**src/tph_pkg.sv**
```systemverilog
// Package for the transmit packet handler: constants, modes, states and carriers.
package tph_pkg;
   localparam logic [1:0] LEN_FIXED      = 2'h0;
   localparam logic [1:0] LEN_VARIABLE   = 2'h1;
   localparam logic [1:0] LEN_INFINITE   = 2'h2;
   localparam logic [5:0] PIN_FIFO_THR   = 6'h02;
   localparam logic [5:0] PIN_FIFO_FULL  = 6'h03;
   localparam logic [5:0] PIN_SYNC_PKT   = 6'h06;
   localparam logic [6:0] FIFO_DEPTH     = 7'h40;
   localparam logic [6:0] FIFO_THRESHOLD = 7'h3D;
   localparam logic [7:0] PREAMBLE_BYTE  = 8'hAA;
   localparam logic [8:0] PN9_SEED       = 9'h1FF;
   localparam logic [15:0] CRC_SEED      = 16'hFFFF;
   localparam logic [15:0] CRC_POLY      = 16'h8005;
   localparam logic [2:0] MOD_FSK        = 3'h0;
   localparam logic [2:0] MOD_GFSK       = 3'h1;
   localparam logic [2:0] MOD_OOK        = 3'h3;
   localparam logic [2:0] MOD_MSK        = 3'h7;
   localparam logic [2:0] BIT_LAST       = 3'h7;

   typedef enum logic [2:0] {
      ST_IDLE     = 3'b000,
      ST_PREAMBLE = 3'b001,
      ST_SYNC     = 3'b010,
      ST_PAYLOAD  = 3'b011,
      ST_CRC      = 3'b100,
      ST_UNDERRUN = 3'b101
   } tph_state_t;

   typedef struct packed {
      logic [1:0]  length_config;
      logic        crc_enable;
      logic        whitening_enable;
      logic        error_correction_enable;
      logic        manchester_enable;
      logic        sync_four_bytes;
      logic [2:0]  modulation_format;
      logic [3:0]  preamble_bytes;
      logic [7:0]  packet_length_value;
      logic [15:0] sync_word;
      logic [1:0]  after_transmit_state_select;
      logic [5:0]  output_pin_config;
   } tph_cfg_t;

   typedef struct packed {
      logic       bit_value;
      logic       is_data;
      logic       pa_enable;
      logic       deviation_positive;
   } tph_sym_t;
endpackage

```
**src/tph_tx_packet_handler.sv**
```systemverilog
// Transmit packet handler: framing, CRC, whitening, status pin and symbol mapping.
`timescale 1ns/1ps
module tph_tx_packet_handler (
   input  wire logic            i_clk,
   input  wire logic            i_rst_n,
   input  wire tph_pkg::tph_cfg_t i_cfg,
   input  wire logic            i_tx_start,
   input  wire logic            i_flush_transmit_fifo_strobe,
   input  wire logic            i_fifo_valid,
   input  wire logic [7:0]      i_fifo_data,
   input  wire logic [6:0]      i_fifo_count,
   input  wire logic            i_bit_tick,
   output logic                 o_fifo_pop,
   output tph_pkg::tph_sym_t    o_symbol,
   output logic                 o_fec_bit,
   output logic                 o_busy,
   output logic                 o_transmit_underflow_state,
   output logic                 o_packet_done,
   output logic [1:0]           o_after_state,
   output logic                 o_general_output_pin_zero,
   output logic [7:0]           o_packet_status_reg,
   output logic [7:0]           o_transmit_fill_count_reg,
   output logic [7:0]           o_chip_status_byte
);
   import tph_pkg::*;

   logic       rst_meta;
   logic       rst_sync_n;
   tph_state_t state;
   logic [7:0] shreg;
   logic [2:0] bit_idx;
   logic [3:0] unit_cnt;
   logic [7:0] byte_cnt;
   logic [7:0] var_len;
   logic       len_seen;
   logic [8:0] pn9;
   logic [15:0] crc;
   logic       byte_end;
   logic       last_byte;
   logic       pin_sync_pkt;
   logic       cur_bit;
   logic       wbit;
   logic       crc_fb;
   logic       fec_on;
   logic [15:0] next_crc;
   logic       pin_level;

   always_ff @(posedge i_clk or negedge i_rst_n) begin
      if (!i_rst_n) begin
         rst_meta   <= 1'b0;
         rst_sync_n <= 1'b0;
      end else begin
         rst_meta   <= 1'b1;
         rst_sync_n <= rst_meta;
      end
   end

   assign byte_end = i_bit_tick && (bit_idx == BIT_LAST);
   assign cur_bit  = shreg[7];
   // Manchester is not implemented; manchester_enable is ignored and error_correction_enable alone turns the coder on.
   assign fec_on   = i_cfg.error_correction_enable;

   // The terminating compare uses the length in force now, so after a host switch from
   // infinite to fixed mode mid-packet, the packet ends when the wrapping byte count next matches.
   always_comb begin
      case (i_cfg.length_config)
         LEN_FIXED:    last_byte = (byte_cnt + 8'h01) == i_cfg.packet_length_value;
         LEN_VARIABLE: last_byte = len_seen && ((byte_cnt + 8'h01) == (var_len + 8'h01));
         default:      last_byte = 1'b0;
      endcase
   end

   // Frame sequencer.
   always_ff @(posedge i_clk or negedge rst_sync_n) begin
      if (!rst_sync_n) begin
         state <= ST_IDLE;
      end else begin
         case (state)
            ST_IDLE: begin
               if (i_tx_start) begin
                  state <= ST_PREAMBLE;
               end
            end
            ST_PREAMBLE: begin
               // Preamble repeats until the FIFO holds data.
               if (byte_end && unit_cnt == 4'h0 && i_fifo_valid) begin
                  state <= ST_SYNC;
               end
            end
            ST_SYNC: begin
               if (byte_end && unit_cnt == 4'h0) begin
                  state <= i_fifo_valid ? ST_PAYLOAD : ST_UNDERRUN;
               end
            end
            ST_PAYLOAD: begin
               if (byte_end) begin
                  if (last_byte) begin
                     state <= i_cfg.crc_enable ? ST_CRC : ST_IDLE;
                  end else if (!i_fifo_valid) begin
                     state <= ST_UNDERRUN;
                  end
               end
            end
            ST_CRC: begin
               if (byte_end && unit_cnt == 4'h0) begin
                  state <= ST_IDLE;
               end
            end
            ST_UNDERRUN: begin
               // FIFO writes alone never restart transmission.
               if (i_flush_transmit_fifo_strobe) begin
                  state <= ST_IDLE;
               end
            end
            default: state <= ST_IDLE;
         endcase
      end
   end

   // Shift register, bit index and per-section byte countdown.
   always_ff @(posedge i_clk or negedge rst_sync_n) begin
      if (!rst_sync_n) begin
         shreg    <= 8'h00;
         bit_idx  <= 3'h0;
         unit_cnt <= 4'h0;
      end else if (state == ST_IDLE && i_tx_start) begin
         shreg    <= PREAMBLE_BYTE;
         bit_idx  <= 3'h0;
         unit_cnt <= i_cfg.preamble_bytes - 4'h1;
      end else if (i_bit_tick && state != ST_IDLE && state != ST_UNDERRUN) begin
         bit_idx <= bit_idx + 3'h1;
         shreg   <= {shreg[6:0], 1'b0};
         if (byte_end) begin
            if (unit_cnt != 4'h0) begin
               unit_cnt <= unit_cnt - 4'h1;
               case (state)
                  ST_SYNC: shreg <= unit_cnt[0] ?
                                    i_cfg.sync_word[7:0] : i_cfg.sync_word[15:8];
                  ST_CRC:  shreg <= crc[7:0];
                  default: shreg <= PREAMBLE_BYTE;
               endcase
            end else if (state == ST_PREAMBLE && i_fifo_valid) begin
               shreg    <= i_cfg.sync_word[15:8];
               unit_cnt <= i_cfg.sync_four_bytes ? 4'h3 : 4'h1;
            end else if (state == ST_PREAMBLE) begin
               shreg <= PREAMBLE_BYTE;
            end else if (state == ST_SYNC || (state == ST_PAYLOAD && !last_byte)) begin
               shreg <= i_fifo_data;
            end else if (state == ST_PAYLOAD && i_cfg.crc_enable) begin
               // The high CRC byte must already include the payload bit leaving now.
               shreg    <= next_crc[15:8];
               unit_cnt <= 4'h1;
            end
         end
      end
   end

   assign o_fifo_pop = byte_end && i_fifo_valid &&
                       ((state == ST_SYNC && unit_cnt == 4'h0) ||
                        (state == ST_PAYLOAD && !last_byte));

   // Payload byte counter: clears per packet, wraps 255 to 0 naturally.
   always_ff @(posedge i_clk or negedge rst_sync_n) begin
      if (!rst_sync_n) begin
         byte_cnt <= 8'h00;
         var_len  <= 8'h00;
         len_seen <= 1'b0;
      end else if (state == ST_IDLE) begin
         byte_cnt <= 8'h00;
         len_seen <= 1'b0;
      end else if (state == ST_SYNC && o_fifo_pop) begin
         // Taken as it leaves the FIFO; by its last bit the shifter holds only one bit of it.
         var_len  <= i_fifo_data;
         len_seen <= 1'b1;
      end else if (state == ST_PAYLOAD && byte_end) begin
         byte_cnt <= byte_cnt + 8'h01;
      end
   end

   // CRC over every payload bit; PN9 restarts each packet.
   assign crc_fb   = crc[15] ^ cur_bit;
   assign next_crc = {crc[14:0], 1'b0} ^ (crc_fb ? CRC_POLY : 16'h0000);
   always_ff @(posedge i_clk or negedge rst_sync_n) begin
      if (!rst_sync_n) begin
         crc <= CRC_SEED;
         pn9 <= PN9_SEED;
      end else if (state == ST_IDLE) begin
         crc <= CRC_SEED;
         pn9 <= PN9_SEED;
      end else if (i_bit_tick && (state == ST_PAYLOAD || state == ST_CRC)) begin
         if (state == ST_PAYLOAD) begin
            crc <= next_crc;
         end
         pn9 <= {pn9[7:0], pn9[8] ^ pn9[4]};
      end
   end

   // Whitening applies after the sync word and before the coder.
   assign wbit = cur_bit ^ (i_cfg.whitening_enable && (state == ST_PAYLOAD ||
                 state == ST_CRC) && pn9[8]);

   logic [2:0] conv;
   always_ff @(posedge i_clk or negedge rst_sync_n) begin
      if (!rst_sync_n) begin
         conv      <= 3'h0;
         o_fec_bit <= 1'b0;
      end else if (i_bit_tick && fec_on && (state == ST_PAYLOAD || state == ST_CRC)) begin
         conv      <= {conv[1:0], wbit};
         o_fec_bit <= wbit ^ conv[0] ^ conv[2];
      end
   end

   // Symbol mapping per modulation format.
   always_ff @(posedge i_clk or negedge rst_sync_n) begin
      if (!rst_sync_n) begin
         o_symbol <= '0;
      end else if (i_bit_tick) begin
         o_symbol.is_data <= (state == ST_PAYLOAD || state == ST_CRC);
         case (i_cfg.modulation_format)
            MOD_OOK: begin
               o_symbol.bit_value <= wbit;
               o_symbol.pa_enable <= wbit;
               o_symbol.deviation_positive <= 1'b0;
            end
            MOD_MSK: begin
               o_symbol.bit_value <= ~wbit;
               o_symbol.pa_enable <= 1'b1;
               o_symbol.deviation_positive <= ~wbit;
            end
            default: begin
               o_symbol.bit_value <= wbit;
               o_symbol.pa_enable <= 1'b1;
               o_symbol.deviation_positive <= wbit;
            end
         endcase
      end
   end

   // Status pin and readable status.
   always_ff @(posedge i_clk or negedge rst_sync_n) begin
      if (!rst_sync_n) begin
         pin_sync_pkt              <= 1'b0;
         o_packet_done             <= 1'b0;
         o_general_output_pin_zero <= 1'b0;
         o_packet_status_reg       <= 8'h00;
         o_transmit_fill_count_reg <= 8'h00;
         o_chip_status_byte        <= 8'h00;
      end else begin
         o_packet_done             <= 1'b0;
         // The pin and its readable copy share one stage, so a poll never sees them differ.
         o_general_output_pin_zero <= pin_level;
         o_packet_status_reg       <= {7'h00, pin_level};
         o_transmit_fill_count_reg <= {1'b0, i_fifo_count};
         o_chip_status_byte        <= {1'b0, state, i_fifo_count[3:0]};
         if (state == ST_SYNC && byte_end && unit_cnt == 4'h0) begin
            pin_sync_pkt <= 1'b1;
         end else if (state != ST_IDLE && state != ST_UNDERRUN) begin
            pin_sync_pkt <= pin_sync_pkt;
         end else begin
            pin_sync_pkt <= 1'b0;
         end
         if ((state == ST_PAYLOAD && byte_end && last_byte && !i_cfg.crc_enable) ||
             (state == ST_CRC && byte_end && unit_cnt == 4'h0)) begin
            o_packet_done <= 1'b1;
         end
      end
   end

   always_comb begin
      case (i_cfg.output_pin_config)
         PIN_FIFO_THR:  pin_level = i_fifo_count >= FIFO_THRESHOLD;
         PIN_FIFO_FULL: pin_level = i_fifo_count == FIFO_DEPTH;
         PIN_SYNC_PKT:  pin_level = pin_sync_pkt;
         default:       pin_level = 1'b0;
      endcase
   end

   assign o_transmit_underflow_state = (state == ST_UNDERRUN);
   assign o_busy                     = (state != ST_IDLE);
   assign o_after_state              = i_cfg.after_transmit_state_select;
endmodule

```
**config.mk**
```make
export PLATFORM = sky130hd
export DESIGN_NAME = tph_tx_packet_handler
export DESIGN_NICKNAME = d
export VERILOG_FILES = /design/src/tph_pkg.sv /design/src/tph_tx_packet_handler.sv
export SDC_FILE = /design/constraint.sdc
export NUM_CORES = 1
export LEC_CHECK = 0
export BUFFER_PORTS_ARGS = -buffer_cell sky130_fd_sc_hd__buf_2
export CAP_MARGIN = 20
export CORE_MARGIN = 4
export CORE_UTILIZATION = 50
export DETAILED_ROUTE_END_ITERATION = 6
export PLACE_DENSITY = 0.73
export SLEW_MARGIN = 20
export SYNTH_ARGS = -nofsm -noshare
export SYNTH_HDL_FRONTEND = slang
export SYNTH_SLANG_ARGS = --single-unit
export TNS_END_PERCENT = 5
```
**constraint.sdc**
```tcl
create_clock -name i_clk -period 7.6 [get_ports i_clk]
set_input_delay 2.28 -clock i_clk [delete_from_list [all_inputs] [get_ports i_clk]]
set_output_delay 2.28 -clock i_clk [all_outputs]
set_load 0.05 [all_outputs]
```
==> impl_metrics.ini, run 1 <==
[status]
outcome = finished, final reports clean

[layout]
largest_reg_flops = 16
reg_top3 = crc x16, pn9 x9
drive_gt1_share_pct = 24.8
nets = 706
diodes = 0
final_cells = 770
area_delta_synth_final_pct = 12.3
top_register = crc

[worst_setup_path]
cp_max_fo = 7
r2r-start = state[0]$_DFFE_PN0P_
start_kind = input pin
endpoint = o_fifo_pop
worst_ep_arrival_time_ps = 4410
r2r_setup_slack_ps = 4290
reg2reg_to = unit_cnt[0]$_DFFE_PN0P_
crit_path_start = i_cfg[31]
path_class = input pin to primary output
worstPathRequired_ps = 5320
r2r_cells = 8
end_kind = primary output

[logic_synthesis]
ys_warn_count = 0
synth.avg_cell_area_sq_um = 8.83
synth_enable_flop_cells = 0
synth_fa_ha_area_share_pct = 1.75
synth_ff_type = dfrtp_1
synthSimpleGateAreaFrac_pct = 22.2
ys_ff_latch = 83
synth-compound-area-share_pct = 15.2
synth_area_sq_mm = 0.00501
synth_area_leaders = dfrtp_1, dfstp_2, nor2_1
ys_seq_area_share_pct = 42.1
synth_top_cell_area_share_pct = 28.9
synthArstFlopShare_pct = 100
muxShareOfSynthArea_pct = 5.74
synth_xor_area_share_pct = 6.71
synth.distinct_cells = 63
synthCells = 568
synth_top_family_by_area = simple AND/OR/NAND/NOR gates
yosys.area.top_type = dfrtp_1

[routing]
post-route-drc-count = 0
wl_per_cell_um = 17.0
ant_nets = 0
drtPass1Iterations = 5
vias = 4440
first_iter_violations = 348
vias_per_cell = 5.77
routed_wl_mm = 13.1

[clock_network]
cts_buffers = 9
root_buffer = clkbuf_8
clockBufferDepth = 2
holdBufCountCts = 0
cts_setup_buffers = 0
clock_sinks = 83
clk_latency_ps = 360
cts_tree = built
ctsResizeCount = 0
cts_htree_levels = 3
path_clk_slew_ps = 90

[global_route]
first_global_vias = 4332
antenna_found_initial = 0
overflow = 0
grt_first_pass_wirelength_mm = 21.4
grt_max_degree = 82
track_usage_pct = 23.3

[placement]
io_buffers = 88
numPlacedInstances = 753
hpwl_mm = 9.67
pre_cts_slack_ps = 896
globalplace.congestion = 0.911

[job]
cap_violations = 0

[pwr]
p_total_w = 0.00171
power_switching_w = 0.000770
sw_frac_of_total_pct = 44.9
seqPwrFrac_pct = 39.1
intPower_w = 0.000945
pwr-share-comb_pct = 43.3
peakVddDrop_mv = 0.162
leakage_nw = 2.53
powerDensity_mw_per_mm2 = 305
clockPowerShare_pct = 17.6

[hold_path]
hold_path.class = register to async pin

[floorplanning]
die_h_um = 108
die-area_sq_mm = 0.0117
start_util_pct = 51.3
ios = 103
core-area_sq_mm = 0.00977
std_cell_rows = 36
die_w_um = 108

[sta]
hold_viol = 0
fmax_mhz = 149
hold_slack_ps = 313
clock_skew_ps = 8.18
rsz0062_at_grt = false
fin_crit_sh_pct = 88.1
layout_min_cycle_time_ps = 6690
slew_violations = 0
finalSetupViolCount = 0
tightest_slew_ps = 939
layout_setup_ws_ps = 908
maxSlewHeadroom_pct = 36.9
setup_tns_ps = 0
[cell families after synthesis]
| group | count (synthesis) |
|---|---|
| compound gates | 123 |
| flops | 83 |
| fa+ha+maj | 7 |
| mux | 27 |
| other cells | 2 |
| simple gates | 230 |
| xor+xnor | 36 |
| buf+inv | 60 |
[metal layers]
layer | GRT usage [%] | vias up | wire [um]
met5 | 0 | - | 0
met1 | 30.3 | 2132 | 5550
met4 | 6.85 | 0 | 159
met3 | 4.24 | 18 | 858
li1 | - | 2118 | -
met2 | 39.7 | 172 | 6530
[critical path: stages]
cell and delay [ps]:
buf_2 120, or4_1 510, nand3_1 120, nor4b_1 70
a32oi_2 290, or2_1 290, a22oi_1 130, nor3_1 280
buf_2 330
[power groups by stage]
stage	combinational (W)	sequential, W	clock, W
after CTS	0.000734	0.000672	0.000310
after detailed placement	0.000730	0.000678	0
after floorplan	0.000522	0.000698	0
after global placement	0.000714	0.000673	0
after global routing	0.000815	0.000685	0.000328
final	0.000743	0.000670	0.000301
[worst min path at each step]
stage	start	endpoint	slack, ps
after floorplan	rst_meta$_DFF_PN0_	rst_sync_n$_DFF_PN0_	330
after global placement	rst_meta$_DFF_PN0_	rst_sync_n$_DFF_PN0_	340
after detailed placement	rst_meta$_DFF_PN0_	rst_sync_n$_DFF_PN0_	340
after CTS	rst_meta$_DFF_PN0_	rst_sync_n$_DFF_PN0_	360
after global routing	rst_meta$_DFF_PN0_	rst_sync_n$_DFF_PN0_	360
final	rst_sync_n$_DFF_PN0_	o_chip_status_byte[0]$_DFF_PN0_	310
[per-stage QoR]
stage / instance area [sq um] / util, %
global placement: 5430 / 55.5
global route: 5630 / 57.6
floorplan: 5040 / -
finish: 5630 / 57.6
detailed placement: 5430 / 55.5
CTS: 5610 / 57.4
[cell usage after synthesis (2+ instances only)]
master	number
nand3b_1	2
a22oi_1	3
inv_1	12
o311ai_0	2
or4_1	4
nor3b_1	2
conb_1	2
mux2_2	14
o21a_1	3
a221oi_1	2
nand3_1	33
dfrtp_1	58
o21ai_0	33
nand4_1	5
or3_1	5
nor4b_1	2
buf_1	2
xnor2_1	18
mux2i_1	13
o31ai_1	7
o22ai_1	2
nand2_1	63
or3b_2	2
and4b_1	3
dfstp_2	25
and3_1	11
buf_2	6
a31oi_1	8
a21oi_1	38
a311oi_1	2
buf_4	18
a211oi_1	4
and2_1	3
o211ai_1	9
nor2b_1	5
ha_1	7
nor2_1	65
clkbuf_1	21
nor3_1	15
xor2_1	16
[placed cells by master (no fill, tap or decap), types with 3 or more instances in the layout]
| cell type | n |
|---|---|
| a22oi_1 | 3 |
| o21a_1 | 3 |
| mux2i_1 | 13 |
| o21ai_0 | 32 |
| a211oi_1 | 4 |
| o211ai_1 | 9 |
| buf_4 | 4 |
| nand4_1 | 5 |
| ha_1 | 7 |
| dfrtp_1 | 57 |
| nand3_1 | 33 |
| nor3_1 | 14 |
| nand2_1 | 63 |
| xnor2_1 | 18 |
| and4b_1 | 3 |
| and2_1 | 3 |
| conb_1 | 10 |
| dfstp_2 | 25 |
| nor2_1 | 65 |
| buf_2 | 88 |
| nor2b_1 | 5 |
| xor2_1 | 16 |
| and3_1 | 11 |
| mux2_2 | 14 |
| inv_1 | 12 |
| or3_1 | 5 |
| a31oi_1 | 8 |
| o31ai_1 | 7 |
| or4_1 | 4 |
| clkbuf_8 | 10 |
| a21oi_1 | 38 |
[final cells by class]
| type | count | area, sq um |
|---|---|---|
| inverter | 12 | 45.0 |
| clock buffer | 10 | 138 |
| timing repair buffer | 93 | 490 |
| tap | 133 | 166 |
| sequential | 83 | 2110 |
| multi-input combinational | 433 | 2630 |
| fill | 931 | 4140 |
| clock inverter | 6 | 46.3 |
Power figures use the tool's default switching activity.
==> inputs of run 2 (changes only) <==
- PLACE_DENSITY: 0.73 -> 0.7
==> impl_metrics.ini, run 2 (synthesis results as in run 1) <==
[sta]
finalSetupViolCount = 0
clock_skew_ps = 9.40
setup_tns_ps = 0
tightest_slew_ps = 858
fmax_mhz = 151
hold_viol = 0
layout_min_cycle_time_ps = 6610
maxSlewHeadroom_pct = 42.7
fin_crit_sh_pct = 87.0
rsz0062_at_grt = false
slew_violations = 0

[routing]
routed_wl_mm = 12.9
post-route-drc-count = 7
vias_per_cell = 5.74
first_iter_violations = 392
ant_nets = 0
wl_per_cell_um = 16.7
vias = 4428
drtPass1Iterations = 7

[pwr]
peakVddDrop_mv = 0.133
powerDensity_mw_per_mm2 = 308
leakage_nw = 2.54

[worst_setup_path]
r2r-start = byte_cnt[0]$_DFFE_PN0P_
r2r_cells = 9
reg2reg_to = unit_cnt[0]$_DFFE_PN0P_
endpoint = o_fifo_pop
end_kind = primary output
cp_max_fo = 7
crit_path_start = i_cfg[30]
r2r_setup_slack_ps = 4460
worst_ep_arrival_time_ps = 4330
path_class = input pin to primary output
start_kind = input pin
worstPathRequired_ps = 5320

[clock_network]
holdBufCountCts = 0
ctsResizeCount = 0
cts_buffers = 9
root_buffer = clkbuf_8
clock_sinks = 83
cts_tree = built
clk_latency_ps = 360
cts_htree_levels = 3
cts_setup_buffers = 0
clockBufferDepth = 2
path_clk_slew_ps = 90

[floorplanning]
core-area_sq_mm = 0.00977
die_w_um = 108
die_h_um = 108
start_util_pct = 51.3
std_cell_rows = 36
ios = 103
die-area_sq_mm = 0.0117

[placement]
globalplace.congestion = 0.928
io_buffers = 88
hpwl_mm = 9.50

[layout]
reg_top3 = crc x16, pn9 x9
mostFrequentLayoutCell = buf_2
nets = 707
area_delta_synth_final_pct = 12.8
top_register = crc
diodes = 0
mostFrequentLayoutCells = buf_2, nor2_1, nand2_1, dfrtp_1, a21oi_1
drive_gt1_share_pct = 24.8
largest_reg_flops = 16
fin_util_pct = 57.8

[status]
outcome = finished, violations left
failed_checks = DRC

[job]
cap_violations = 0

[global_route]
first_global_vias = 4232
grt_max_degree = 82
antenna_found_initial = 0
track_usage_pct = 22.6
overflow = 0
grt_first_pass_wirelength_mm = 21.0

[hold_path]
hold_path.class = register to async pin
-- run 2: final cells by class --
class / count / area, sq um
repair buffers: 94 / 498
clock buffers: 10 / 128
inverters: 12 / 45.0
well taps: 133 / 166
fillers: 916 / 4120
clock inverters: 6 / 72.6
flip-flops and latches: 83 / 2110
multi-input cells: 433 / 2630
-- run 2: worst min path at each step --
stage,startpoint,end,slack [ps]
finish,rst_sync_n$_DFF_PN0_,o_transmit_fill_count_reg[4]$_DFF_PN0_,340
global route,rst_meta$_DFF_PN0_,rst_sync_n$_DFF_PN0_,390
CTS,rst_meta$_DFF_PN0_,rst_sync_n$_DFF_PN0_,370
detailed placement,rst_meta$_DFF_PN0_,rst_sync_n$_DFF_PN0_,340
global placement,rst_meta$_DFF_PN0_,rst_sync_n$_DFF_PN0_,340
floorplan,rst_meta$_DFF_PN0_,rst_sync_n$_DFF_PN0_,330
-- run 2: report_power, final --
group	total (W)	switching [W]	internal (W)
registers	0.000670	0.000111	0.000559
logic	0.000746	0.000487	0.000259
clock network	0.000329	0.000173	0.000156
-- run 2: routing by layer --
layer  share of wire, %  vias up  GRT usage [%]
li1                   -     2122              -
met1                 43     2070           29.9
met2                 47      206           37.8
met3                8.1       30           4.36
met4                2.2        0           6.94
met5                  0        -              0
-- run 2: metrics by stage --
step | setup slack (ps) | power, W | cells | hold slack (ps) | instance area [sq um]
after floorplan | 739 | 0.00122 | 576 | 331 | 5040
after global placement | 1040 | 0.00139 | 754 | 338 | 5430
after detailed placement | 1000 | 0.00141 | 754 | 340 | 5430
after CTS | 1000 | 0.00174 | 770 | 373 | 5630
after global routing | 815 | 0.00186 | 771 | 391 | 5650
final | 989 | 0.00174 | 771 | 342 | 5650
-- run 2: critical path, stage by stage --
cell      delay [ps]
buf_2            120
or4_1            490
o211ai_1         110
nor4b_1           80
a32oi_2          280
or2_1            330
a22oi_1          140
nor3_1           200
buf_2            310
